===== src/otpp_params.svh =====
// Purpose: Timing counts, pin fields and levels for the OTP ROM programmer.
// Assumes: 100 MHz CLK_IN, one cycle is 10 ns.
// Notes:   Supply levels are selects for external switches, not voltages.
//
// Contract
// - Programming needs high program supply, chip select low, strobe low.
// - Programmer drives eight data bits and address during programming.
// - Each initial program pulse lasts one millisecond within tolerance.
// - Count initial pulses per byte; apply at most twenty-five.
// - After verify passes, one overprogram pulse of three ms times count.
// - Pulses and verifies run with main supply six volts, program high.
// - Afterwards compare every byte with both supplies at five volts.
// - Only a device with chip select pulsed low is programmed; code holds it low per sequence and pulses the strobe.
// - Verify: gate low, select low, strobe high, program supply high.
// - Identification needs raised signature line, select and gate low.
// - During identification all other address lines are held low.
`ifndef OTPP_PARAMS_SVH
`define OTPP_PARAMS_SVH

`define OTPP_CLK_MHZ        100
`define OTPP_PULSE_US       1000
`define OTPP_PULSE_CYC      (`OTPP_PULSE_US * `OTPP_CLK_MHZ)
`define OTPP_OVER_FACTOR    3
`define OTPP_MAX_TRIES      5'h19
`define OTPP_SETUP_US       2
`define OTPP_SETUP_CYC      (`OTPP_SETUP_US * `OTPP_CLK_MHZ)
`define OTPP_ACCESS_NS      300
`define OTPP_ACCESS_CYC     ((`OTPP_ACCESS_NS + 9) / 10)
`define OTPP_ADDR_W         14
`define OTPP_DATA_W         8
`define OTPP_ID_SEL_BIT     0
`define OTPP_SIG_SEL_BIT    9
`define OTPP_PARITY_BIT     7
`define OTPP_BLANK_BYTE     8'hFF

`endif


===== src/otpp_pkg.sv =====
// Purpose: Types shared by the OTP ROM programmer.
// Assumes: Nothing beyond the params header.
// Notes:   Supply selects drive external level switches.
package otpp_pkg;

  typedef enum logic [1:0] {
    OTPP_VPP_READ,
    OTPP_VPP_PROG
  } otpp_vpp_type;

  typedef struct packed {
    logic       vcc_high;
    logic       vpp_high;
    logic       sig_raise;
  } otpp_supply_type;

  typedef struct packed {
    logic       ce_n;
    logic       oe_n;
    logic       pgm_n;
  } otpp_ctrl_type;

  typedef enum logic [1:0] {
    OTPP_CMD_PROGRAM,
    OTPP_CMD_COMPARE,
    OTPP_CMD_IDENT,
    OTPP_CMD_NONE
  } otpp_cmd_type;

endpackage : otpp_pkg


===== src/otpp_programmer.sv =====
// Purpose: Drives an OTP ROM through its pins: program, compare, identify.
// Assumes: External switches set the supplies from the select outputs.
// Notes:   Data pins are split into in, out and enable; enable high drives.
`timescale 1ns/10ps
`include "otpp_params.svh"
module otpp_programmer #(
  parameter int unsigned PULSE_CYC = `OTPP_PULSE_CYC
) (
  // Clock and reset
  input  wire logic        CLK_IN,
  input  wire logic        RSTN_IN,
  // User command
  input  wire logic        START_IN,
  input  wire logic [1:0]  CMD_IN,
  input  wire logic [13:0] FIRST_ADDR_IN,
  input  wire logic [13:0] LAST_ADDR_IN,
  input  wire logic [7:0]  WDATA_IN,
  // User status
  output logic             BUSY_OUT,
  output logic             DONE_OUT,
  output logic             FAIL_OUT,
  output logic             DATA_REQ_OUT,
  output logic [13:0]      CUR_ADDR_OUT,
  output logic [7:0]       RDATA_OUT,
  output logic             RDATA_VALID_OUT,
  output logic             PARITY_OK_OUT,
  output logic [4:0]       TRIES_OUT,
  // Device pins
  output logic [13:0]      ADDR_OUT,
  output logic             CHIP_SEL_N_OUT,
  output logic             OUT_GATE_N_OUT,
  output logic             PROGRAM_STROBE_N_OUT,
  output logic             VCC_HIGH_OUT,
  output logic             VPP_HIGH_OUT,
  output logic             SIGNATURE_SELECT_RAISE_OUT,
  input  wire logic [7:0]  DQ_IN,
  output logic [7:0]       DQ_OUT,
  output logic             DQ_OE_OUT
);

  // ----------------------------------------------------------------
  // State
  // ----------------------------------------------------------------
  typedef enum logic [3:0] {
    S_IDLE, S_SETUP, S_LOAD, S_PULSE, S_VSET, S_VREAD, S_OVER,
    S_NEXT, S_RSET, S_RREAD, S_FINISH
  } otpp_state_type;

  otpp_state_type     st_q;
  otpp_pkg::otpp_cmd_type cmd_q;
  logic [13:0]        addr_q;
  logic [13:0]        last_q;
  logic [7:0]         wdata_q;
  logic [4:0]         tries_q;
  logic               tload_q;
  logic [31:0]        tcount_q;
  logic               fail_q;
  logic [7:0]         dq_s1_q;
  logic [7:0]         dq_s2_q;
  logic               t_done;

  otpp_pkg::otpp_ctrl_type   ctrl_d;
  otpp_pkg::otpp_supply_type sup_d;

  // ----------------------------------------------------------------
  // Pin synchroniser
  // ----------------------------------------------------------------
  always_ff @(posedge CLK_IN) begin
    dq_s1_q <= DQ_IN;
    dq_s2_q <= dq_s1_q;
  end

  otpp_timer u_timer (
    .clk_in   (CLK_IN),
    .rstn_in  (RSTN_IN),
    .load_in  (tload_q),
    .count_in (tcount_q),
    .done_out (t_done)
  );

  // ----------------------------------------------------------------
  // Decode
  // ----------------------------------------------------------------
  wire is_prog  = (cmd_q == otpp_pkg::OTPP_CMD_PROGRAM);
  wire is_ident = (cmd_q == otpp_pkg::OTPP_CMD_IDENT);
  // Only zeros need programming; a byte already matching passes its first verify, after one pulse.
  wire match    = (dq_s2_q == wdata_q);
  wire odd_par  = ^dq_s2_q;
  wire last_one = (addr_q == last_q);
  wire in_prog_seq = is_prog && (st_q != S_IDLE) && (st_q != S_FINISH);
  wire strobe_on   = (st_q == S_PULSE) || (st_q == S_OVER);
  wire read_on     = (st_q == S_VSET) || (st_q == S_VREAD) ||
                     (st_q == S_RSET) || (st_q == S_RREAD);
  wire [31:0] over_cyc = PULSE_CYC * `OTPP_OVER_FACTOR * {27'h0, tries_q};
  // The strobe pin stays low two cycles longer than the timer count, so
  // each pulse load is two short of the wanted width; PULSE_CYC must be >= 3.
  wire [31:0] pulse_len = PULSE_CYC - 32'h0000_0002;
  wire [31:0] over_len  = over_cyc - 32'h0000_0002;
  // Identification: keep every address line low except the byte select.
  wire [13:0] pin_addr = is_ident ?
       {13'h0000, addr_q[`OTPP_ID_SEL_BIT]} : addr_q;

  // Chip select low only inside an active sequence, so parallel parts with
  // chip select high stay inhibited.
  assign ctrl_d.ce_n  = (st_q == S_IDLE) || (st_q == S_FINISH);
  // Strobe low only while gate is high: program mode, never verify mode.
  assign ctrl_d.pgm_n = !strobe_on;
  assign ctrl_d.oe_n  = !read_on;
  // Supplies raised for the fast sequence, normal for final compare.
  assign sup_d.vcc_high  = in_prog_seq;
  assign sup_d.vpp_high  = in_prog_seq;
  assign sup_d.sig_raise = is_ident && (st_q != S_IDLE) &&
                           (st_q != S_FINISH);

  // ----------------------------------------------------------------
  // Sequencer
  // ----------------------------------------------------------------
  always_ff @(posedge CLK_IN) begin
    if (!RSTN_IN) begin
      st_q <= S_IDLE;
      cmd_q <= otpp_pkg::OTPP_CMD_NONE;
      addr_q <= 14'h0000;
      last_q <= 14'h0000;
      wdata_q <= 8'hFF;
      tries_q <= 5'h00;
      tload_q <= 1'b0;
      tcount_q <= 32'h0000_0000;
      fail_q <= 1'b0;
      DATA_REQ_OUT <= 1'b0;
      DONE_OUT <= 1'b0;
      RDATA_OUT <= 8'h00;
      RDATA_VALID_OUT <= 1'b0;
      PARITY_OK_OUT <= 1'b0;
    end else begin
      tload_q <= 1'b0;
      DATA_REQ_OUT <= 1'b0;
      DONE_OUT <= 1'b0;
      RDATA_VALID_OUT <= 1'b0;
      unique case (st_q)
        S_IDLE: begin
          if (START_IN && CMD_IN != 2'h3) begin
            cmd_q <= otpp_pkg::otpp_cmd_type'(CMD_IN);
            addr_q <= FIRST_ADDR_IN;
            last_q <= LAST_ADDR_IN;
            wdata_q <= WDATA_IN;
            fail_q <= 1'b0;
            tries_q <= 5'h00;
            tcount_q <= 32'(`OTPP_SETUP_CYC);
            tload_q <= 1'b1;
            st_q <= S_SETUP;
          end
        end
        S_SETUP: begin
          if (t_done) begin
            st_q <= is_prog ? S_LOAD : S_RSET;
          end
        end
        S_LOAD: begin
          tcount_q <= pulse_len;
          tload_q <= 1'b1;
          tries_q <= tries_q + 5'h01;
          st_q <= S_PULSE;
        end
        S_PULSE: begin
          if (t_done) begin
            tcount_q <= 32'(`OTPP_ACCESS_CYC);
            tload_q <= 1'b1;
            st_q <= S_VSET;
          end
        end
        S_VSET: begin
          if (t_done) begin
            tcount_q <= 32'h0000_0003;
            tload_q <= 1'b1;
            st_q <= S_VREAD;
          end
        end
        S_VREAD: begin
          if (t_done) begin
            if (match) begin
              tcount_q <= over_len;
              tload_q <= 1'b1;
              st_q <= S_OVER;
            end else if (tries_q == `OTPP_MAX_TRIES) begin
              fail_q <= 1'b1;
              st_q <= S_FINISH;
            end else begin
              st_q <= S_LOAD;
            end
          end
        end
        S_OVER: begin
          if (t_done) begin
            st_q <= S_NEXT;
          end
        end
        S_NEXT: begin
          if (last_one) begin
            st_q <= S_FINISH;
          end else if (START_IN) begin
            addr_q <= addr_q + 14'h0001;
            wdata_q <= WDATA_IN;
            tries_q <= 5'h00;
            st_q <= S_LOAD;
          end else begin
            DATA_REQ_OUT <= 1'b1;
          end
        end
        S_RSET: begin
          tcount_q <= 32'(`OTPP_ACCESS_CYC + 3);
          tload_q <= 1'b1;
          st_q <= S_RREAD;
        end
        S_RREAD: begin
          if (t_done) begin
            RDATA_OUT <= dq_s2_q;
            RDATA_VALID_OUT <= 1'b1;
            PARITY_OK_OUT <= odd_par;
            if (last_one) begin
              st_q <= S_FINISH;
            end else begin
              addr_q <= addr_q + 14'h0001;
              st_q <= S_RSET;
            end
          end
        end
        S_FINISH: begin
          DONE_OUT <= 1'b1;
          cmd_q <= otpp_pkg::OTPP_CMD_NONE;
          st_q <= S_IDLE;
        end
        default: st_q <= S_IDLE;
      endcase
    end
  end

  // ----------------------------------------------------------------
  // Registered pins
  // ----------------------------------------------------------------
  always_ff @(posedge CLK_IN) begin
    if (!RSTN_IN) begin
      ADDR_OUT <= 14'h0000;
      CHIP_SEL_N_OUT <= 1'b1;
      OUT_GATE_N_OUT <= 1'b1;
      PROGRAM_STROBE_N_OUT <= 1'b1;
      VCC_HIGH_OUT <= 1'b0;
      VPP_HIGH_OUT <= 1'b0;
      SIGNATURE_SELECT_RAISE_OUT <= 1'b0;
      DQ_OUT <= 8'hFF;
      DQ_OE_OUT <= 1'b0;
      BUSY_OUT <= 1'b0;
      FAIL_OUT <= 1'b0;
      CUR_ADDR_OUT <= 14'h0000;
      TRIES_OUT <= 5'h00;
    end else begin
      ADDR_OUT <= pin_addr;
      CHIP_SEL_N_OUT <= ctrl_d.ce_n;
      OUT_GATE_N_OUT <= ctrl_d.oe_n;
      PROGRAM_STROBE_N_OUT <= ctrl_d.pgm_n;
      VCC_HIGH_OUT <= sup_d.vcc_high;
      VPP_HIGH_OUT <= sup_d.vpp_high;
      SIGNATURE_SELECT_RAISE_OUT <= sup_d.sig_raise;
      DQ_OUT <= wdata_q;
      // Drive data only around the pulses, never while the gate is low.
      DQ_OE_OUT <= is_prog && (st_q == S_LOAD || strobe_on);
      BUSY_OUT <= (st_q != S_IDLE);
      FAIL_OUT <= fail_q;
      CUR_ADDR_OUT <= addr_q;
      TRIES_OUT <= tries_q;
    end
  end

endmodule : otpp_programmer


===== src/otpp_timer.sv =====
// Purpose: Loadable down counter used for pulses and setup delays.
// Assumes: Load and count are on CLK_IN.
// Notes:   Done is a one-cycle pulse when the count reaches zero.
`timescale 1ns/10ps
module otpp_timer (
  // Clock and reset
  input  wire logic        clk_in,
  input  wire logic        rstn_in,
  // Control
  input  wire logic        load_in,
  input  wire logic [31:0] count_in,
  // Status
  output logic             done_out
);

  logic [31:0] cnt_q;
  logic        run_q;

  wire         at_one = (cnt_q == 32'h0000_0001);

  always_ff @(posedge clk_in) begin
    if (!rstn_in) begin
      cnt_q    <= 32'h0000_0000;
      run_q    <= 1'b0;
      done_out <= 1'b0;
    end else if (load_in) begin
      cnt_q    <= count_in;
      run_q    <= 1'b1;
      done_out <= 1'b0;
    end else begin
      done_out <= run_q && at_one;
      if (run_q) begin
        cnt_q <= cnt_q - 32'h0000_0001;
      end
      if (at_one) begin
        run_q <= 1'b0;
      end
    end
  end

endmodule : otpp_timer


===== config.mk =====
export PLATFORM = sky130hd
export DESIGN_NAME = otpp_programmer
export DESIGN_NICKNAME = d
export VERILOG_FILES = /design/src/otpp_pkg.sv /design/src/otpp_programmer.sv /design/src/otpp_timer.sv
export VERILOG_INCLUDE_DIRS = /design/src
export SDC_FILE = /design/constraint.sdc
export NUM_CORES = 1
export LEC_CHECK = 0
export BUFFER_PORTS_ARGS = -buffer_cell sky130_fd_sc_hd__clkbuf_2
export CAP_MARGIN = 20
export CORE_MARGIN = 3
export CORE_UTILIZATION = 59
export DETAILED_ROUTE_END_ITERATION = 6
export GPL_TIMING_DRIVEN = 0
export PLACE_DENSITY = 0.81
export SETUP_SLACK_MARGIN = 0.2
export SLEW_MARGIN = 20
export SYNTH_ARGS = -nofsm -noshare
export SYNTH_HDL_FRONTEND = slang
export SYNTH_HIERARCHICAL = 1
export SYNTH_SLANG_ARGS = --single-unit

===== constraint.sdc =====
create_clock -name CLK_IN -period 5.8 [get_ports CLK_IN]
set_input_delay 0.87 -clock CLK_IN [delete_from_list [all_inputs] [get_ports CLK_IN]]
set_output_delay 0.87 -clock CLK_IN [all_outputs]
set_load 0.005 [all_outputs]

# After elaboration in Yosys (flattened, before gate mapping)
# Index checks and enable logic that the tools add are counted.
[op_classes]
add_sub_neg = 4
mul = 1
n_eq_ne = 31
mux = 52
bitwise_logic = 2
n_reduce_logical = 42
[op_table]
columns = ["op", "count"]
rows = [
  ["two-way mux 32 bit", 7],
  ["case mux 32 bit (6 select lines)", 1],
  ["two-way mux 14 bit", 5],
  ["two-way mux 4 bit", 12],
  ["case mux 14 bit (3 select lines)", 1],
  ["case mux 4 bit (10 select lines)", 1],
  ["== test 32 x 1 -> 1 bit, second input constant", 1],
  ["subtractor 32 x 1 -> 32 bit, second input constant", 1],
  ["subtractor 24 x 2 -> 25 bit, second input constant", 1],
  ["two-way mux 8 bit", 3],
  ["multiplier 14 x 5 -> 19 bit, first input constant", 1],
  ["== test 4 x 3 -> 1 bit, second input constant", 4],
  ["!= test 2 x 1 -> 1 bit, second input constant", 8],
  ["case mux 8 bit (2 select lines)", 1],
  ["two-way mux 5 bit", 3],
  ["case mux 5 bit (3 select lines)", 1],
  ["adder 14 x 1 -> 14 bit, second input constant", 1],
  ["== test 14 bit", 1],
  ["== test 4 bit, second input constant", 3],
  ["two-way mux 1 bit", 12],
  ["!= test 2 bit, second input constant", 6],
  ["AND reduction 6 bit", 2],
  ["nonzero test 2 bit", 5],
  ["== test 4 x 2 -> 1 bit, second input constant", 2],
  ["27 further kinds", 49],
]
[word_totals]
register_bits = 192
in_bits = 49
output_inout_bits = 62
wordCells = 164

# Longest topological paths before layout
[depth]
depth_word = 5
depth_mapped = 17
depth_no_buf = 15

# Cells and area by module
# Netlist, hierarchy kept.
[by_module_without_submodules]
columns = ["module", "n_inst", "cells_per_inst", "area_each_um2", "seq_area_each_um2"]
rows = [
  ["otpp_programmer", 1, 829, 7247.0, 2982.9],
  ["otpp_timer", 1, 233, 1998.2, 680.7],
]

# Least setup slack after synthesis
# Ideal clock, no wire load.
[synth_path]
path_kind = "flip-flop to flip-flop"
startpoint = "reg tries_q[3]"
endpoint = "reg tcount_q[23]"
setup_ns = 0.126
t_arrival_ns = 4.561
t_required_ns = 5.674
slack_ns = 1.113
stages_incl_launch_ff = 14
n_path_buf = 0
synth_period_minus_slack_ns = 4.687
path_cell_list = "dfxtp_1 > fa_1 > inv_1 > fa_1 > fa_1 > inv_1 > ha_1 > a211o_1 > a21o_1 > a221o_1 > or4b_4 > a2111oi_4 > a311o_2 > o211ai_1"
[synth_between]
elab_chain_len = 5
[synth_rtl]
columns = ["item", "line", "source"]
rows = [
  ["from (decl)", "otpp_programmer.sv:54", "logic [4:0] tries_q;"],
  ["from (signal assigned)", "otpp_programmer.sv:161", "tries_q <= tries_q + 5'h01;"],
  ["multiplier 14 x 5 -> 19 bit", "otpp_programmer.sv:94", "wire [31:0] over_cyc = PULSE_CYC * `OTPP_OVER_FACTOR * {27'h0, tries_q};"],
  ["subtractor 24 x 2 -> 25 bit", "otpp_programmer.sv:98", "wire [31:0] over_len = over_cyc - 32'h0000_0002;"],
  ["two-way mux 32 bit", "otpp_programmer.sv:180", "if (match) begin"],
  ["two-way mux 32 bit", "otpp_programmer.sv:179", "if (t_done) begin"],
  ["case mux 32 bit (6 select lines)", "otpp_programmer.sv:139", "unique case (st_q)"],
  ["to (signal assigned)", "otpp_programmer.sv:148", "tcount_q <= 32'(`OTPP_SETUP_CYC);"],
  ["to (signal assigned)", "otpp_programmer.sv:159", "tcount_q <= pulse_len;"],
  ["to (signal assigned)", "otpp_programmer.sv:181", "tcount_q <= over_len;"],
  ["to (decl)", "otpp_programmer.sv:56", "logic [31:0] tcount_q;"],
]
# Every way passes these cells. The select of a mux whose other input is x is not followed.
# A chain may end at the register's enable or synchronous reset.

# Worst setup path in the final report
[layout_path]
startpoint = "reg tries_q[4]"
endpoint = "reg tcount_q[23]"
# The elaborated chain is that of the path after synthesis.

==> flow_metrics.tcl <==
set metrics [dict create \
    cts_resized 0 \
    muxShareOfSynthArea_pct 1.08 \
    whs_path_depth 0 \
    syn_inst 1062 \
    netlist_area_mm2 0.00925 \
    pwr-share-clk_pct 28.3 \
    arrival_ns 5.51 \
    ir_drop_uv 228 \
    n_antenna_cell 0 \
    cts.path.max_buffers 2 \
    layout_common_cells "dfxtp_1, nand2_1, clkbuf_2" \
    min_to "dq_s2_q[4]" \
    ios 111 \
    status "finished, final reports clean" \
    fin_crit_ns 5.19 \
    fin_util_pct 69.8 \
    syn_to_final_growth_pct 15.3 \
    rr_endpoint "tcount_q[23]" \
    routed_wl_um 24200 \
    antenna_found_initial 2 \
    synth_edf_count 0 \
    yosysSeqAreaShare_pct 39.6 \
    dpl.cell_count 1383 \
    die_h_um 131 \
    async_reset_ff_share_pct 0 \
    grt_pass1_vias 7669 \
    dieArea_mm2 0.0172 \
    start_util_pct 60.6 \
    cts_hold_buffers 0 \
    vias_per_cell 5.80 \
    power.total_mw 4.06 \
    critPathCaptureType "flip-flop" \
    clk_pin_slew_ns 0.07 \
    drv_cap 0 \
    tritoncts "built" \
    ys.flop_type "dfxtp_1" \
    synth_compound_area_share_pct 17.2 \
    grt_pass1_wl_um 39000 \
    max-slew-margin-rel_pct 33.2 \
    p_leak_nw 4.70 \
    fin_setup_tns_ns 0 \
    wl_per_cell_um 17.1 \
    cp-start-kind "flip-flop" \
    cts-root-buf "clkbuf_16" \
    nNetsFinal 1284 \
    dr.pass1.iters 5 \
    holdCritStartpoint "dq_s1_q[4]" \
    overflow 0 \
    combPwrFrac_pct 30.4 \
    swShare_pct 37.2 \
    hpwl_um 18000 \
    p_int_mw 2.55 \
    powerDensity_mw_per_mm2 381 \
    worstSetupPathType "flip-flop to flip-flop" \
    hold_path.class "flip-flop to flip-flop" \
    drive_gt1_share_pct 15.3 \
    clk-insertion-delay-late_ns 0.43 \
    yosys.area_share.simple_pct 24.2 \
    cts_setup_buffers 0 \
    hold_viol 0 \
    tightest_slew_ns 0.995 \
    drtIter0Drc 722 \
    r2r-start "tries_q[4]" \
    fin_crit_sh_pct 89.6 \
    row_count 45 \
    skew_ns 0.0100 \
    drtAntennaViolNets 0 \
    synth_xor_area_share_pct 7.01 \
    die_x_um 131 \
    synthAdderAreaFrac_pct 6.60 \
    synth_fp_nets 1155 \
    p_seq_share_pct 41.4 \
    synth_top_family_by_area "simple AND/OR/NAND/NOR gates" \
    syn_avg_cell_area_um2 8.71 \
    timing.reg2reg.worst_path_depth 13 \
    worstPathMaxFanout 10 \
    reg2reg_slack_ns 0.61 \
    cts_buffers 17 \
    grt_max_degree 20 \
    ys_ff_latch 183 \
    drc_errors 0 \
    layout.cells.non_filler 1415 \
    setup_viol 0 \
    fmax_mhz 193 \
    postLayoutCellArea_mm2 0.0107 \
    final_common_cell "dfxtp_1" \
    place_area_mm2 0.0101 \
    slew_violations 0 \
    cts.sinks 183 \
    num_vias 8209 \
    cts_max_level 4 \
    p_switching_mw 1.51 \
    gp_congestion 0.942 \
    synth_warnings 6 \
    grtUsageTotal_pct 27.7 \
    ys_types 85 \
    rsz0062_at_grt "no" \
    core_mm2 0.0153 \
    numPortBuffers 110 \
    required_ns 6.11 \
]
==> cells by family (layout without fill, tap and decap cells) <==
family | after synthesis | count (layout)
flops | 183 | 183
compound gates | 239 | 239
fa+ha+maj | 44 | 44
xor+xnor | 74 | 74
simple gates | 420 | 420
mux | 10 | 10
buf+inv | 92 | 234
==> critical path, cell delays in order (launching register included) <==
cell and delay, ns:
dfxtp_1 0.67, fa_1 0.57, inv_1 0.14, fa_1 0.45, fa_1 0.51, inv_1 0.04
ha_1 0.35, o21a_1 0.22, a211o_1 0.39, a221oi_4 0.36, or4b_4 0.55, a2111oi_4 0.50
a311o_2 0.25, o211ai_1 0.08
==> power by group through the flow <==
stage | clock network (mW) | logic (mW) | registers, mW
after floorplan | 0 | 0.901 | 1.63
after global placement | 0 | 1.19 | 1.69
after detailed placement | 0 | 1.20 | 1.70
after CTS | 1.16 | 1.21 | 1.67
after global routing | 1.21 | 1.36 | 1.70
final | 1.15 | 1.23 | 1.68
==> synthesized netlist by cell type, drive strengths merged, types with 4 or more instances <==
| cell type | n | area, µm² |
|---|---|---|
| inv | 31 | 116 |
| a21o | 7 | 53.8 |
| a31oi | 12 | 75.1 |
| and3 | 25 | 158 |
| buf | 15 | 109 |
| nor3b | 6 | 45.0 |
| o21bai | 5 | 37.5 |
| or2 | 6 | 37.5 |
| nor4b | 5 | 58.8 |
| o21ai | 52 | 264 |
| o211ai | 8 | 60.1 |
| fa | 8 | 160 |
| a21oi | 74 | 370 |
| clkbuf | 45 | 169 |
| xnor2 | 29 | 254 |
| nand2b | 23 | 144 |
| a211oi | 16 | 120 |
| a211o | 6 | 52.6 |
| nor2b | 9 | 56.3 |
| ha | 36 | 450 |
| o31ai | 4 | 30.0 |
| and2 | 28 | 175 |
| o21a | 4 | 30.0 |
| dfxtp | 183 | 3660 |
| nor2 | 67 | 251 |
| or3 | 7 | 43.8 |
| or4 | 4 | 33.8 |
| mux2i | 10 | 100 |
| nor3 | 24 | 159 |
| nand4 | 16 | 115 |
| nand3b | 6 | 45.0 |
| nand2 | 127 | 479 |
| xor2 | 45 | 394 |
| nor4 | 19 | 140 |
| nand3 | 36 | 180 |
| o22ai | 4 | 25.0 |
| o211a | 8 | 80.1 |
==> layer usage <==
metal	vias to the layer above	part of all wire (%)	track usage, %
met3	39	7.6	6.58
met1	3842	44	37.6
met2	314	46	44.5
met4	4	1.9	7.64
met5	-	0.21	0
li1	4010	-	-
==> registers in the layout, indices dropped and copies added, names as in the netlist, 8 cells and up <==
signal         cells
DQ_OUT             8
addr_q            14
CUR_ADDR_OUT      14
ADDR_OUT          13
u_timer/cnt_q     32
dq_s1_q            8
last_q            14
dq_s2_q            8
wdata_q            8
tcount_q          24
RDATA_OUT          8
==> how the worst max path moves through the flow <==
stage	startpoint	end	depth (start not counted)
after detailed placement	tries_q[4]	tcount_q[23]	13
final	tries_q[4]	tcount_q[23]	13
after global placement	tries_q[4]	tcount_q[23]	13
after CTS	tries_q[4]	tcount_q[23]	13
after global routing	tries_q[4]	tcount_q[23]	13
after floorplan	tries_q[3]	tcount_q[23]	13
==> stage by stage <==
stage	worst slack, ns	hold slack, ns
2_1_floorplan	1.11	0.310
3_3_place_gp	0.716	0.311
3_5_place_dp	0.645	0.312
4_1_cts	0.625	0.329
5_1_grt	0.424	0.332
6_report	0.606	0.328
==> cell type report <==
cell class,count,area [µm²]
timing repair buffer,110,551
sequential,183,3660
buffer,60,278
clock buffer,18,439
multi-input combinational,787,5190
fill,1241,4600
tap,211,264
clock inverter,14,155
inverter,32,120
(Power assumes the default switching activity.)
